==> src/rtl/ssm_pkg.sv <==
// constants, types and the crc step for the safe telegram mapper
// assumes byte-wide telegram links and a single 10 MHz clock domain
package ssm_pkg;

    // ****************************************
    // telegram lengths and byte positions
    // ****************************************
    localparam int unsigned IN_LEN       = 7;
    localparam int unsigned OUT_LEN      = 11;
    localparam logic [3:0]  IN_B_FUNC_A  = 4'h0;
    localparam logic [3:0]  IN_B_FUNC_B  = 4'h1;
    localparam logic [3:0]  IN_B_RSV     = 4'h2;
    localparam logic [3:0]  IN_B_STATUS  = 4'h3;
    localparam logic [3:0]  IN_B_CRC_HH  = 4'h4;
    localparam logic [3:0]  IN_B_CRC_LH  = 4'h5;
    localparam logic [3:0]  IN_B_CRC_LL  = 4'h6;
    localparam logic [3:0]  OUT_B_SEL1   = 4'h0;
    localparam logic [3:0]  OUT_B_SEL2   = 4'h2;
    localparam logic [3:0]  OUT_B_START  = 4'h4;
    localparam logic [3:0]  OUT_B_RSV    = 4'h6;
    localparam logic [3:0]  OUT_B_STATUS = 4'h7;
    localparam logic [3:0]  OUT_B_CRC_HH = 4'h8;
    localparam logic [3:0]  OUT_B_CRC_LH = 4'h9;
    localparam logic [3:0]  OUT_B_CRC_LL = 4'hA;

    // ****************************************
    // bit positions and field widths
    // ****************************************
    localparam int unsigned BIT_WARN = 0;
    localparam int unsigned BIT_PROT = 1;
    localparam int unsigned SEL_W    = 5;
    localparam int unsigned CRC_W    = 24;

    // crc defaults, overridable at the top
    localparam logic [23:0] CRC_POLY_DEF = 24'h800063;
    localparam logic [23:0] CRC_SEED_DEF = 24'h000000;

    // ****************************************
    // types
    // ****************************************
    typedef enum logic [1:0] {
        MODE_ONE_5_10,
        MODE_ONE_100,
        MODE_MULTI_CFG,
        MODE_TWO_FUNC
    } mode_t;

    typedef struct packed {
        logic prot;
        logic warn;
    } field_pair_t;

    typedef struct packed {
        logic [SEL_W-1:0] sel_grp1;
        logic [SEL_W-1:0] sel_grp2;
        logic             start_prot;
        logic             start_warn;
    } cmd_t;

    // one byte of msb-first crc, shared by send and receive paths
    function automatic logic [23:0] crc_byte(input logic [23:0] crc,
                                             input logic [7:0]  data,
                                             input logic [23:0] poly);
        logic [23:0] c;
        c = crc ^ {data, 16'h0000};
        for (int i = 0; i < 8; i++) begin
            c = c[23] ? ((c << 1) ^ poly) : (c << 1);
        end
        return c;
    endfunction : crc_byte

endpackage : ssm_pkg

==> src/rtl/safe_signal_telegram_mapper.sv <==
// packs the device-to-controller safe telegram and unpacks the reply
// assumes byte links with valid/ready handshakes, one clock, sync reset
`timescale 1ns/10ps
module safe_signal_telegram_mapper #(
    parameter logic [23:0] CRC_POLY = ssm_pkg::CRC_POLY_DEF,
    parameter logic [23:0] CRC_SEED = ssm_pkg::CRC_SEED_DEF
) (
    input  wire logic           mclk,
    input  wire logic           rst_b,
    input  wire logic [1:0]     func_mode,
    input  wire logic           func_a_warn_field_free,
    input  wire logic           func_a_prot_field_free,
    input  wire logic           func_b_warn_field_free,
    input  wire logic           func_b_prot_field_free,
    input  wire logic [7:0]     tx_status,
    input  wire logic           tx_start,
    input  wire logic           tx_ready,
    output logic                tx_valid,
    output logic [7:0]          tx_data,
    output logic                tx_last,
    output logic                tx_busy,
    input  wire logic           rx_valid,
    input  wire logic           rx_first,
    input  wire logic [7:0]     rx_data,
    output logic                rx_ready,
    output ssm_pkg::cmd_t       cmd,
    output ssm_pkg::field_pair_t release_a,
    output logic [7:0]          rx_status,
    output logic                telegram_ok,
    output logic                crc_err
);

    // ****************************************
    // send side
    // ****************************************
    typedef enum logic {TX_IDLE, TX_SEND} tx_state_t;
    tx_state_t             tx_state_ff;
    logic [3:0]            tx_idx_ff;
    logic [23:0]           tx_crc_ff;
    logic [7:0]            tx_data_ff;
    logic                  tx_valid_ff;
    logic                  tx_last_ff;
    ssm_pkg::field_pair_t  fa_ff;
    ssm_pkg::field_pair_t  fb_ff;
    logic [7:0]            st_ff;
    logic [23:0]           nxt_tx_crc;
    logic [23:0]           crc_now;
    logic [3:0]            nxt_tx_idx;
    logic                  tx_take;

    assign tx_take    = tx_valid_ff & tx_ready;
    assign nxt_tx_idx = 4'(tx_idx_ff + 4'h1);
    assign nxt_tx_crc = ssm_pkg::crc_byte(tx_crc_ff, tx_data_ff, CRC_POLY);
    // crc stops moving once the status byte has gone
    assign crc_now    = (tx_idx_ff < ssm_pkg::IN_B_CRC_HH) ? nxt_tx_crc : tx_crc_ff;

    // byte at a position of the outgoing telegram
    function automatic logic [7:0] in_byte(input logic [3:0]  idx,
                                           input logic [1:0]  a,
                                           input logic [1:0]  b,
                                           input logic [7:0]  st,
                                           input logic [23:0] crc);
        case (idx)
            ssm_pkg::IN_B_FUNC_A: in_byte = {6'h00, a};
            ssm_pkg::IN_B_FUNC_B: in_byte = {6'h00, b};
            ssm_pkg::IN_B_STATUS: in_byte = st;
            ssm_pkg::IN_B_CRC_HH: in_byte = crc[23:16];
            ssm_pkg::IN_B_CRC_LH: in_byte = crc[15:8];
            ssm_pkg::IN_B_CRC_LL: in_byte = crc[7:0];
            default:              in_byte = 8'h00;
        endcase
    endfunction : in_byte

    // snapshot at start so a telegram never mixes two scans
    always_ff @(posedge mclk) begin
        if (!rst_b) begin
            tx_state_ff <= TX_IDLE;
            tx_idx_ff   <= 4'h0;
            tx_crc_ff   <= CRC_SEED;
            tx_data_ff  <= 8'h00;
            tx_valid_ff <= 1'b0;
            tx_last_ff  <= 1'b0;
            fa_ff       <= '0;
            fb_ff       <= '0;
            st_ff       <= 8'h00;
        end else begin
            case (tx_state_ff)
                TX_IDLE: begin
                    if (tx_start) begin
                        fa_ff       <= {func_a_prot_field_free, func_a_warn_field_free};
                        fb_ff       <= {func_b_prot_field_free, func_b_warn_field_free};
                        st_ff       <= tx_status;
                        tx_crc_ff   <= CRC_SEED;
                        tx_idx_ff   <= ssm_pkg::IN_B_FUNC_A;
                        tx_data_ff  <= {6'h00, func_a_prot_field_free, func_a_warn_field_free};
                        tx_valid_ff <= 1'b1;
                        tx_state_ff <= TX_SEND;
                    end
                end
                TX_SEND: begin
                    if (tx_take) begin
                        if (tx_idx_ff == ssm_pkg::IN_B_CRC_LL) begin
                            tx_valid_ff <= 1'b0;
                            tx_last_ff  <= 1'b0;
                            tx_state_ff <= TX_IDLE;
                        end else begin
                            tx_crc_ff  <= crc_now;
                            tx_idx_ff  <= nxt_tx_idx;
                            tx_last_ff <= (nxt_tx_idx == ssm_pkg::IN_B_CRC_LL);
                            tx_data_ff <= in_byte(nxt_tx_idx, fa_ff, fb_ff, st_ff, crc_now);
                        end
                    end
                end
                default: tx_state_ff <= TX_IDLE;
            endcase
        end
    end

    assign tx_valid = tx_valid_ff;
    assign tx_data  = tx_data_ff;
    assign tx_last  = tx_last_ff;
    assign tx_busy  = tx_valid_ff;

    // ****************************************
    // receive side
    // ****************************************
    typedef enum logic [1:0] {RX_COLLECT, RX_FETCH, RX_COMMIT} rx_state_t;
    rx_state_t     rx_state_ff;
    logic [3:0]    rx_cnt_ff;
    logic          rx_active_ff;
    logic [23:0]   rx_crc_ff;
    logic          rx_bad_ff;
    logic          rx_ready_ff;
    logic [2:0]    fetch_ff;
    logic [7:0]    b0_ff;
    logic [7:0]    b2_ff;
    logic [7:0]    b4_ff;
    logic [7:0]    bst_ff;
    logic [3:0]    rx_pos;
    logic [23:0]   rx_crc_in;
    logic          rx_take;
    logic          rx_miss;
    logic [3:0]    rd_addr;
    logic [7:0]    rd_data;
    ssm_pkg::cmd_t nxt_cmd;

    assign rx_pos    = rx_first ? 4'h0 : rx_cnt_ff;
    assign rx_crc_in = rx_first ? CRC_SEED : rx_crc_ff;
    // bytes past the crc or without a first byte are dropped
    assign rx_take   = rx_valid & rx_ready_ff
                     & (rx_first | (rx_active_ff & rx_cnt_ff <= ssm_pkg::OUT_B_CRC_LL));

    // compare received crc bytes, high first
    always_comb begin
        case (rx_pos)
            ssm_pkg::OUT_B_CRC_HH: rx_miss = rx_data != rx_crc_ff[23:16];
            ssm_pkg::OUT_B_CRC_LH: rx_miss = rx_data != rx_crc_ff[15:8];
            ssm_pkg::OUT_B_CRC_LL: rx_miss = rx_data != rx_crc_ff[7:0];
            default:               rx_miss = 1'b0;
        endcase
    end

    // fetch order: select 1, select 2, start, status
    always_comb begin
        case (fetch_ff)
            3'h0:    rd_addr = ssm_pkg::OUT_B_SEL1;
            3'h1:    rd_addr = ssm_pkg::OUT_B_SEL2;
            3'h2:    rd_addr = ssm_pkg::OUT_B_START;
            default: rd_addr = ssm_pkg::OUT_B_STATUS;
        endcase
    end

    // command bytes 0..5 kept, reserved byte 6 never read
    // bytes 0..7 kept; crc bytes are only compared
    tel_buf #(.WIDTH(8), .DEPTH(ssm_pkg::OUT_LEN)) u_buf (
        .mclk    (mclk),
        .rst_b   (rst_b),
        .wr_en   (rx_take && rx_pos <= ssm_pkg::OUT_B_STATUS),
        .wr_addr (rx_pos),
        .wr_data (rx_data),
        .rd_addr (rd_addr),
        .rd_data (rd_data)
    );

    // collect, check, then read back the bytes that matter
    always_ff @(posedge mclk) begin
        if (!rst_b) begin
            rx_state_ff  <= RX_COLLECT;
            rx_cnt_ff    <= 4'h0;
            rx_active_ff <= 1'b0;
            rx_crc_ff    <= CRC_SEED;
            rx_bad_ff    <= 1'b0;
            rx_ready_ff  <= 1'b1;
            fetch_ff     <= 3'h0;
            b0_ff        <= 8'h00;
            b2_ff        <= 8'h00;
            b4_ff        <= 8'h00;
            bst_ff       <= 8'h00;
        end else begin
            case (rx_state_ff)
                RX_COLLECT: begin
                    if (rx_take) begin
                        rx_cnt_ff    <= 4'(rx_pos + 4'h1);
                        rx_active_ff <= rx_pos != ssm_pkg::OUT_B_CRC_LL;
                        rx_bad_ff    <= (rx_first ? 1'b0 : rx_bad_ff) | rx_miss;
                        if (rx_pos < ssm_pkg::OUT_B_CRC_HH) begin
                            rx_crc_ff <= ssm_pkg::crc_byte(rx_crc_in, rx_data, CRC_POLY);
                        end
                        if (rx_pos == ssm_pkg::OUT_B_CRC_LL && !rx_bad_ff && !rx_miss) begin
                            rx_state_ff <= RX_FETCH;
                            rx_ready_ff <= 1'b0;
                            fetch_ff    <= 3'h0;
                        end
                    end
                end
                RX_FETCH: begin
                    fetch_ff <= 3'(fetch_ff + 3'h1);
                    case (fetch_ff)
                        3'h1:    b0_ff  <= rd_data;
                        3'h2:    b2_ff  <= rd_data;
                        3'h3:    b4_ff  <= rd_data;
                        3'h4:    bst_ff <= rd_data;
                        default: ;
                    endcase
                    if (fetch_ff == 3'h4) begin
                        rx_state_ff <= RX_COMMIT;
                    end
                end
                RX_COMMIT: begin
                    rx_state_ff <= RX_COLLECT;
                    rx_ready_ff <= 1'b1;
                end
                default: rx_state_ff <= RX_COLLECT;
            endcase
        end
    end

    // ****************************************
    // decode by function mode
    // ****************************************
    // layout follows the configured mode
    always_comb begin
        nxt_cmd = '0;
        case (ssm_pkg::mode_t'(func_mode))
            ssm_pkg::MODE_ONE_5_10: begin
                nxt_cmd.sel_grp1 = b0_ff[ssm_pkg::SEL_W-1:0];
                nxt_cmd.start_warn = b4_ff[ssm_pkg::BIT_WARN];
                nxt_cmd.start_prot = b4_ff[ssm_pkg::BIT_PROT];
            end
            ssm_pkg::MODE_ONE_100: begin
                nxt_cmd.sel_grp1 = b0_ff[ssm_pkg::SEL_W-1:0];
                nxt_cmd.sel_grp2 = b2_ff[ssm_pkg::SEL_W-1:0];
                nxt_cmd.start_warn = b4_ff[ssm_pkg::BIT_WARN];
                nxt_cmd.start_prot = b4_ff[ssm_pkg::BIT_PROT];
            end
            // other layouts not served here: safe all-off
            default: nxt_cmd = '0;
        endcase
    end

    ssm_pkg::cmd_t        cmd_ff;
    ssm_pkg::field_pair_t release_ff;
    logic [7:0]           rx_status_ff;
    logic                 telegram_ok_ff;
    logic                 crc_err_ff;

    // cmd and rx_status only change on a good telegram; crc_err flags a bad one
    always_ff @(posedge mclk) begin
        if (!rst_b) begin
            cmd_ff         <= '0;
            release_ff     <= '0;
            rx_status_ff   <= 8'h00;
            telegram_ok_ff <= 1'b0;
            crc_err_ff     <= 1'b0;
        end else begin
            telegram_ok_ff <= rx_state_ff == RX_COMMIT;
            // a failed crc leaves commands untouched
            crc_err_ff     <= rx_take && rx_pos == ssm_pkg::OUT_B_CRC_LL
                              && (rx_bad_ff || rx_miss);
            release_ff     <= '0;
            if (rx_state_ff == RX_COMMIT) begin
                cmd_ff       <= nxt_cmd;
                rx_status_ff <= bst_ff;
                // release on a fresh start edge only
                release_ff.warn <= nxt_cmd.start_warn & ~cmd_ff.start_warn;
                release_ff.prot <= nxt_cmd.start_prot & ~cmd_ff.start_prot;
            end
        end
    end

    assign rx_ready    = rx_ready_ff;
    assign cmd         = cmd_ff;
    assign release_a   = release_ff;
    assign rx_status   = rx_status_ff;
    assign telegram_ok = telegram_ok_ff;
    assign crc_err     = crc_err_ff;
endmodule : safe_signal_telegram_mapper

==> src/rtl/tel_buf.sv <==
// small receive buffer for one controller telegram
// assumes one writer and one reader in the mclk domain
`timescale 1ns/10ps
module tel_buf #(
    parameter int unsigned WIDTH = 8,
    parameter int unsigned DEPTH = 11
) (
    input  wire logic                     mclk,
    input  wire logic                     rst_b,
    input  wire logic                     wr_en,
    input  wire logic [$clog2(DEPTH)-1:0] wr_addr,
    input  wire logic [WIDTH-1:0]         wr_data,
    input  wire logic [$clog2(DEPTH)-1:0] rd_addr,
    output logic      [WIDTH-1:0]         rd_data
);

    // ****************************************
    // storage
    // ****************************************
    logic [WIDTH-1:0] mem_ff [DEPTH];
    logic [WIDTH-1:0] rd_data_ff;

    if (DEPTH < 2 || WIDTH < 1) begin : g_bad
        $error("tel_buf needs DEPTH >= 2 and WIDTH >= 1");
    end

    // write port; no reset, contents are always written before read
    always_ff @(posedge mclk) begin
        if (wr_en && wr_addr < DEPTH) begin
            mem_ff[wr_addr] <= wr_data;
        end
    end

    // registered read, one cycle latency
    always_ff @(posedge mclk) begin
        if (!rst_b) begin
            rd_data_ff <= '0;
        end else begin
            rd_data_ff <= (rd_addr < DEPTH) ? mem_ff[rd_addr] : '0;
        end
    end

    assign rd_data = rd_data_ff;

endmodule : tel_buf

==> config.mk <==
export PLATFORM = sky130hd
export DESIGN_NAME = safe_signal_telegram_mapper
export DESIGN_NICKNAME = d
export VERILOG_FILES = /design/src/rtl/ssm_pkg.sv /design/src/rtl/safe_signal_telegram_mapper.sv /design/src/rtl/tel_buf.sv
export SDC_FILE = /design/constraint.sdc
export NUM_CORES = 1
export LEC_CHECK = 0
export BUFFER_PORTS_ARGS = -buffer_cell sky130_fd_sc_hd__buf_4
export CORE_ASPECT_RATIO = 0.8
export CORE_MARGIN = 4
export CORE_UTILIZATION = 23
export CTS_CLUSTER_DIAMETER = 150
export DETAILED_ROUTE_END_ITERATION = 12
export GPL_TIMING_DRIVEN = 1
export SYNTH_ARGS = -nofsm -noshare
export SYNTH_HDL_FRONTEND = slang
export SYNTH_SLANG_ARGS = --single-unit
export TNS_END_PERCENT = 50
==> constraint.sdc <==
create_clock -name mclk -period 9.4 [get_ports mclk]
set_clock_uncertainty 0.2 [all_clocks]
set_input_delay 0.94 -clock mclk [delete_from_list [all_inputs] [get_ports mclk]]
set_output_delay 0.94 -clock mclk [all_outputs]
set_load 0.01 [all_outputs]
==> run summary, run 1 <==
- async set or reset register ratio after synthesis: 0%
- I/O pin count: 64
- share of the yosys chip area belonging to registers: 51.6%
- P_leak: 3.72 nW
- remaining antenna violation count: 0
- final count of pins violating max slew: 0
- met2 WL: 10.2 mm
- GRT Util Overall: 10.6%
- portion of synthesized cell area occupied by the leading cell type: 30.5%
- initial antenna violation count: 0
- Antenna Diode Count: 0
- delay contributed by the slowest stage of the critical path: 1.09 ns
- port buffer count: 63
- synth-to-layout area growth: 18.2%
- power after layout: 0.00192 W
- Initial DRC Count: 567
- final clock period utilization by the worst path: 50.0%
- slew of the pin with the lowest slew margin: 1.29 ns
- number of inserted filler cells in the final layout: 4036
- kind of start point of the critical path: primary input
- startpoint of the worst register-to-register path: rx_cnt_ff[0]$_SDFFE_PN0P_
- gpl congestion: 0.850
- met3 wire length: 1.33 mm
- worst setup slack for register-to-register paths: 5.43 ns
- Final #Nets: 980
- Maximum Capacitance Violations: 0
- net count after synthesis: 946
- cell depth of the worst hold path: 1
- pin count of the biggest net entering global routing: 63
- fraction of layout instances using a drive strength above 1: 14.4%
- number of enable-type register cells in the synthesized netlist: 64
- cell type contributing the most total cell area after synthesis: dfxtp_1
- DRC viols: 0
- final number of setup-violating endpoints: 0
- Initial Util: 23.6%
- largest voltage drop on the vdd net: 0.119 mV
- Layout Utilization: 27.9%
- number of hold-repair buffers added at the cts stage: 0
- DRT Pass-1 Iters: 5
- maximum clock path buffer count: 3
- TritonCTS clock tree: done
- reported net switching power: 0.000443 W
- power share of the sequential group: 48.7%
- H-tree depth: 1
- Slew Limit Headroom: 12.8%
- number of resized instances in the post-cts repair step: 0
- Detailed Route WL: 23.3 mm
- Vias per Instance: 4.58
- placement row count: 64
- Die Wd: 231 um
- power density cells: 178 mW/mm2
- Core Footprint: 0.0387 mm2
- register cell area after layout: 0.00470 mm2
- number of distinct library cell variants in the gate-level netlist after synthesis: 66
- CP Max Fanout: 25
- Switching Fraction: 23.1%
- Clk pwr share: 45.2%
- top achievable clock speed: 213 MHz
- launch instance of the worst min-delay path: cmd[0]$_SDFFE_PN0P_
- Placed Instances: 1443
- WP data arrival: 4.83 ns
- minimum clock period: 4.70 ns
- buffering stage count on the worst path with inverters included: 2
- combined area of all synthesized cells: 0.00912 mm2
- vertical extent of the die: 186 um
- cell count of the worst reg-to-reg path: 9
- series of cell instances along the critical path: buf_4 > clkinv_1 > nand2_1 > ha_1 > nor4bb_1 > a22oi_1 > and3_1 > nor4_1 > nand4_1 > nor3_2 > o311ai_1
- CP endpoint kind: register
- result of the run: complete, no violations
- Clock transition at path regs: 0.06 ns
- critical register-to-register path endpoint: rx_ready$_SDFFE_PN1P_
- Avg Synthesized Cell Area: 10.1 um2
- via count of the first global-routing pass: 6406
- leading post-synthesis cells by cell area: dfxtp_1 (31%), edfxtp_1 (21%), nand2_1 (5.0%), mux4_2 (4.0%), a21oi_1 (3.7%)
- setup_tns: 0 ns
- wire length the detailed router placed on met1: 11.4 mm
- number of synthesized register bits: 203
- Clock Sink Count: 203
- Post-synth top flop: dfxtp_1
- highest-delay cell along the critical path: nor4bb_1
- via count: 6789
- insertion delay to the later sink of the worst-skew pair: 0.51 ns
- smallest setup slack after layout: 4.70 ns
- DPL Wire Length: 15.7 mm
- start-to-end type of the worst setup path: primary input to register
- internal power: 0.00148 W
- post-route insts no fill: 1481
- Mapped Cells: 904
- combinational cell fraction of total power: 6.1%
- Hold Fails Final Rpt: 0
- data required time of the worst path: 9.54 ns
- global-route wire length before repair: 36.8 mm
- RSZ-0062 raised after global routing: false
- worst min path class: register to register
- number of CTS-inserted buffers: 21
- worst hold endpoint: release_a[0]$_SDFF_PN0_
- sum of overflow across all layers after global routing: 0
- Die Area: 0.0429 mm2
- Multi-input gate area: 0.00413 mm2
- dominant delay contributor by cell family on the critical path: simple AND/OR/NAND/NOR gates
- Clock Root Buffer: clkbuf_16
- number of synthesis warnings: 0
- number of buffers inserted by post-CTS setup repair: 0
- Highest Signal Layer: met4
- Setup Slack @ Placement: 4.27 ns
- Wirelength per Cell: 15.8 um
-- layout by cell type, fill, tap and decap left out, types with 19 or more instances in the layout --
cell type  instances
dfxtp_1          139
nand2_1          121
buf_4             69
nor2_1            68
a21oi_1           67
edfxtp_1          64
nand3_1           54
xnor2_1           37
a21boi_0          31
o21ai_0           28
and2_1            21
a22o_1            21
clkbuf_16         21
nor2b_1           19
-- worst max path at each step --
stage / startpoint / to / slack [ns] / cells after the start
final: rx_first / rx_ready$_SDFFE_PN1P_ / 4.70 / 11
after global routing: rx_first / rx_ready$_SDFFE_PN1P_ / 4.48 / 11
after CTS: rx_first / rx_ready$_SDFFE_PN1P_ / 4.78 / 11
after detailed placement: rx_first / rx_ready$_SDFFE_PN1P_ / 4.27 / 11
after global placement: rx_first / rx_ready$_SDFFE_PN1P_ / 4.50 / 11
after floorplan: rx_first / fetch_ff[2]$_SDFFE_PN0P_ / 5.65 / 13
-- layout make-up --
type	instances	share of cell area, %
sequential	203	43.7
multi-input combinational	630	38.3
tap	528	6.13
clock buffer	26	5.24
timing repair buffer	69	4.81
clock inverter	12	1.37
inverter	13	0.453
-- per-stage QoR --
stage | hold slack, ns | instance area (um2)
final | 0.237 | 10800
after floorplan | 0.217 | 9120
after global routing | 0.260 | 10800
after global placement | 0.224 | 10100
after CTS | 0.240 | 10800
after detailed placement | 0.231 | 10100
-- sequential cells by signal, indices dropped and copies added (netlist names), 2 cells and up --
register and flops:
rx_crc_ff 24, rx_status 8, fb_ff 2, b2_ff 5, tx_idx_ff 4, bst_ff 8
st_ff 8, fa_ff 2, b0_ff 5, rx_cnt_ff 4, b4_ff 2, cmd 12
rx_state_ff 2, tx_crc_ff 24, u_buf.mem_ff 64, release_a 2, tx_data 8, u_buf.rd_data 8
fetch_ff 3
-- logic make-up (layout without fill, tap and decap cells) --
logic type / after synthesis / count (layout) / share of synthesized area (%)
AND/OR/NAND/NOR: 331 / 331 / 17.1
flip-flops: 203 / 203 / 51.6
AO/OA/AOI/OAI: 198 / 198 / 14.2
buffers and inverters: 71 / 120 / 3.46
XOR/XNOR: 50 / 50 / 5.46
multiplexers: 37 / 37 / 6.30
adder cells (fa/ha/maj): 14 / 14 / 1.92
-- routing by layer --
layer	global-route usage (%)	vias up
met3	2.10	27
met4	1.83	0
met2	16.6	199
met5	0	-
met1	15.5	3287
li1	-	3276
-- worst reg2reg max path, cell delays in order, from the launching register on --
cell and delay (ns):
dfxtp_1 0.38, nor2b_1 0.30, ha_1 0.28, nor4bb_1 1.09
a22oi_1 0.28, and3_1 0.24, nor4_1 0.28, nand4_1 0.23
nor3_2 0.37, o311ai_1 0.14
-- cell usage after synthesis (all sizes together) (18+ instances only) --
cell type,number
o21ai,28
nor2,70
nor2b,19
a22o,21
mux2i,18
nand2,121
edfxtp,64
xnor2,38
nand3,54
dfxtp,139
and2,21
a21oi,68
buf,19
clkbuf,38
a21boi,31
-- power by group through the flow --
stage | Sequential [W] | Combinational, W | Clock, W
2_1_floorplan | 0.000949 | 0.0000798 | 0
3_3_place_gp | 0.000955 | 0.000116 | 0
3_5_place_dp | 0.000955 | 0.000118 | 0
4_1_cts | 0.000936 | 0.000118 | 0.000888
5_1_grt | 0.000937 | 0.000130 | 0.000928
6_report | 0.000936 | 0.000117 | 0.000868
Power figures use the tool's default switching activity.
==> run 2, diff against run 1 <==
==> constraint.sdc (replaced) <==
create_clock -name mclk -period 3.78 [get_ports mclk]
set_clock_uncertainty 0.2 [all_clocks]
set_input_delay 0.378 -clock mclk [delete_from_list [all_inputs] [get_ports mclk]]
set_output_delay 0.378 -clock mclk [all_outputs]
set_load 0.01 [all_outputs]
==> run 2 against run 1 <==
Power is 140% higher. Non-clock buffer count up 26. Combinational power rose to 2.7 times the previous value. Sequential share of layout area down 0.72 points. Highest routed layer unchanged. Final area rose by 1.7%. Routed wire length shrank 1.2%. Die area unchanged.
==> run summary, run 2 (same netlist as run 1, synthesis figures left out) <==
- result of the run: complete, no violations
- destination of the critical timing path: rx_ready$_SDFFE_PN1P_
- Initial Util: 23.6%, unchanged
- Clock transition at path regs: 0.06 ns, about the same
- Critical Path Start: rx_cnt_ff[0]$_SDFFE_PN0P_
- Clk pwr share: 43.4%, -1.8 points
- register with the most flip-flops: u_buf.mem_ff
- buffering stage count on the worst path with inverters included: 0, -2
- kind of start point of the critical path: register
- RSZ-0062 raised after global routing: false
- internal power: 0.00358 W, +140%
- top achievable clock speed: 306 MHz
- remaining antenna violation count: 0, unchanged
- reported net switching power: 0.00108 W, +140%
- final clock period utilization by the worst path: 86.4%
- Core Footprint: 0.0387 mm2, unchanged
- Die Wd: 231 um, unchanged
- register cell area after layout: 0.00470 mm2, unchanged
- most frequent cells in the layout: dfxtp_1 (139), nand2_1 (121), buf_4 (75)
- H-tree depth: 1, unchanged
- final number of setup-violating endpoints: 0, unchanged
- placement row count: 64, unchanged
- Maximum Capacitance Violations: 0, unchanged
- largest voltage drop on the vdd net: 0.242 mV, +100%
- dominant delay contributor by cell family on the critical path: simple AND/OR/NAND/NOR gates
- combinational cell fraction of total power: 6.7%, +0.6 points
- setup_tns: 0 ns, unchanged
- launch instance of the worst min-delay path: rx_data[2]
- minimum clock period: 3.27 ns
- P_leak: 3.82 nW, +2.8%
- vertical extent of the die: 186 um, unchanged
- delay contributed by the slowest stage of the critical path: 0.65 ns, -0.44 ns
- DRC viols: 0, unchanged
- initial antenna violation count: 0, unchanged
- Die Area: 0.0429 mm2, unchanged
- synth-to-layout area growth: 20.1%
- sum of overflow across all layers after global routing: 0, unchanged
- gpl congestion: 0.839, -1.2%
- Wirelength per Cell: 15.3 um, -2.9%
- number of inserted filler cells in the final layout: 4045, +0.22%
- max FFs per register: 64, unchanged
- CP endpoint kind: register
- start-to-end type of the worst setup path: register to register
- Top Registers: u_buf.mem_ff x64, rx_crc_ff x24, tx_crc_ff x24
- Clock Root Buffer: clkbuf_16
- Slew Limit Headroom: 20.1%, +7.3 points
- cell count of the worst reg-to-reg path: 9, unchanged
- power density cells: 425 mW/mm2, +140%
- Hold Fails Final Rpt: 0, unchanged
- via count of the first global-routing pass: 6449, +0.67%
- number of buffers inserted by post-CTS setup repair: 0, unchanged
- Initial DRC Count: 576, +1.6%
- I/O pin count: 64, unchanged
- Clock Sink Count: 203, unchanged
- data required time of the worst path: 3.92 ns, -5.62 ns
- CP Max Fanout: 8, -68%
- via count: 6776, -0.19%
- pin count of the biggest net entering global routing: 63, unchanged
- global-route wire length before repair: 36.4 mm, -1.0%
- final count of pins violating max slew: 0, unchanged
- Final #Nets: 1006, +2.7%
- fraction of layout instances using a drive strength above 1: 14.1%, -0.28 points
- worst min path class: primary input to register
- insertion delay to the later sink of the worst-skew pair: 0.51 ns, about the same
- critical register-to-register path endpoint: rx_ready$_SDFFE_PN1P_
- Switching Fraction: 23.2%, +0.16 points
- number of CTS-inserted buffers: 21, unchanged
- power after layout: 0.00466 W, +140%
- port buffer count: 63, unchanged
- WP data arrival: 3.41 ns, -1.42 ns
- number of cells on the critical path: 9, -2
- startpoint of the worst register-to-register path: rx_cnt_ff[0]$_SDFFE_PN0P_
- DRT Pass-1 Iters: 5, unchanged
- worst setup slack for register-to-register paths: 0.51 ns, -4.92 ns
- Detailed Route WL: 23.1 mm, -1.2%
- GRT Util Overall: 10.5%, -0.15 points
- most common library cell in the layout ignoring fill and taps: dfxtp_1
- series of cell instances along the critical path: nor2b_1 > ha_1 > or4bb_1 > nand3_1 > a21oi_1 > nor4_1 > nand4_1 > nor3_2 > o311ai_1
- DPL Wire Length: 15.5 mm, -0.82%
- maximum clock path buffer count: 3, unchanged
- highest-delay cell along the critical path: or4bb_1
- Antenna Diode Count: 0, unchanged
- Multi-input gate area: 0.00412 mm2, -0.36%
- TritonCTS clock tree: done
- power share of the sequential group: 49.9%, +1.2 points
- slew of the pin with the lowest slew margin: 1.20 ns, -0.0950 ns
- Vias per Instance: 4.50, -1.9%
-- run 2: cell types whose count changed in the layout (fill, tap and decap cells not counted), sizes merged --
| cell | previous run | this run |
|---|---|---|
| clkinvlp | 4 | 0 |
| dlygate4sd3 | 0 | 20 |
| clkbuf | 26 | 29 |
| clkinv | 5 | 7 |
| bufinv | 3 | 1 |
| inv | 13 | 14 |
| buf | 69 | 75 |
-- run 2: worst min path at each step --
stage | endpoint | cells after the start
after floorplan | bst_ff[5]$_SDFFE_PN0P_ | 2
after CTS | u_buf.mem_ff[5][2]$_DFFE_PP_ | 1
final | u_buf.mem_ff[3][2]$_DFFE_PP_ | 1
after global placement | release_a[0]$_SDFF_PN0_ | 1
after detailed placement | release_a[0]$_SDFF_PN0_ | 1
after global routing | u_buf.mem_ff[6][2]$_DFFE_PP_ | 1
-- run 2: timing repair --
item / in CTS / in global routing
resized for setup: 0 / 0
hold endpoints to repair: 70 / 0
hold buffers: 20 / 0
-- run 2: worst reg2reg max path, cell delays in order (launching register included) --
cell      delay (ns)
dfxtp_1         0.38
nor2b_1         0.29
ha_1            0.28
or4bb_1         0.65
nand3_1         0.16
a21oi_1         0.09
nor4_1          0.37
nand4_1         0.23
nor3_2          0.35
o311ai_1        0.12
-- run 2: final cells by class --
type | count | share of cell area (%)
clock buffer | 29 | 5.34
clock inverter | 9 | 0.708
inverter | 13 | 0.445
multi-input combinational | 630 | 37.6
sequential | 203 | 42.9
tap | 528 | 6.03
timing repair buffer | 95 | 6.97
-- run 2: power by group through the flow --
stage / registers (W) / logic, W / clock network, W
6_report: 0.00233 / 0.000311 / 0.00202
5_1_grt: 0.00233 / 0.000346 / 0.00216
4_1_cts: 0.00232 / 0.000312 / 0.00207
3_5_place_dp: 0.00237 / 0.000294 / 0
3_3_place_gp: 0.00237 / 0.000291 / 0
2_1_floorplan: 0.00236 / 0.000198 / 0
-- run 2: per-layer routing --
| layer | up-vias | share of wire [%] | global-route usage (%) |
|---|---|---|---|
| met4 | 0 | 1.3 | 1.56 |
| li1 | 3339 | - | - |
| met5 | - | 0 | 0 |
| met3 | 24 | 5.9 | 2.10 |
| met2 | 180 | 44 | 16.4 |
| met1 | 3233 | 49 | 15.3 |
-- run 2: stage by stage --
| step | area [um2] | hold slack, ns | std cells | utilization (%) | setup slack (ns) |
|---|---|---|---|---|---|
| 4_1_cts | 11000 | 0.000941 | 1507 | 28.3 | 0.540 |
| 5_1_grt | 11000 | 0.00911 | 1507 | 28.3 | 0.160 |
| 6_report | 11000 | 0.0186 | 1507 | 28.3 | 0.515 |
| 2_1_floorplan | 9120 | 0.217 | 904 | - | 0.594 |
| 3_3_place_gp | 10100 | 0.225 | 1449 | 26.1 | 0.400 |
| 3_5_place_dp | 10100 | 0.231 | 1449 | 26.1 | 0.342 |
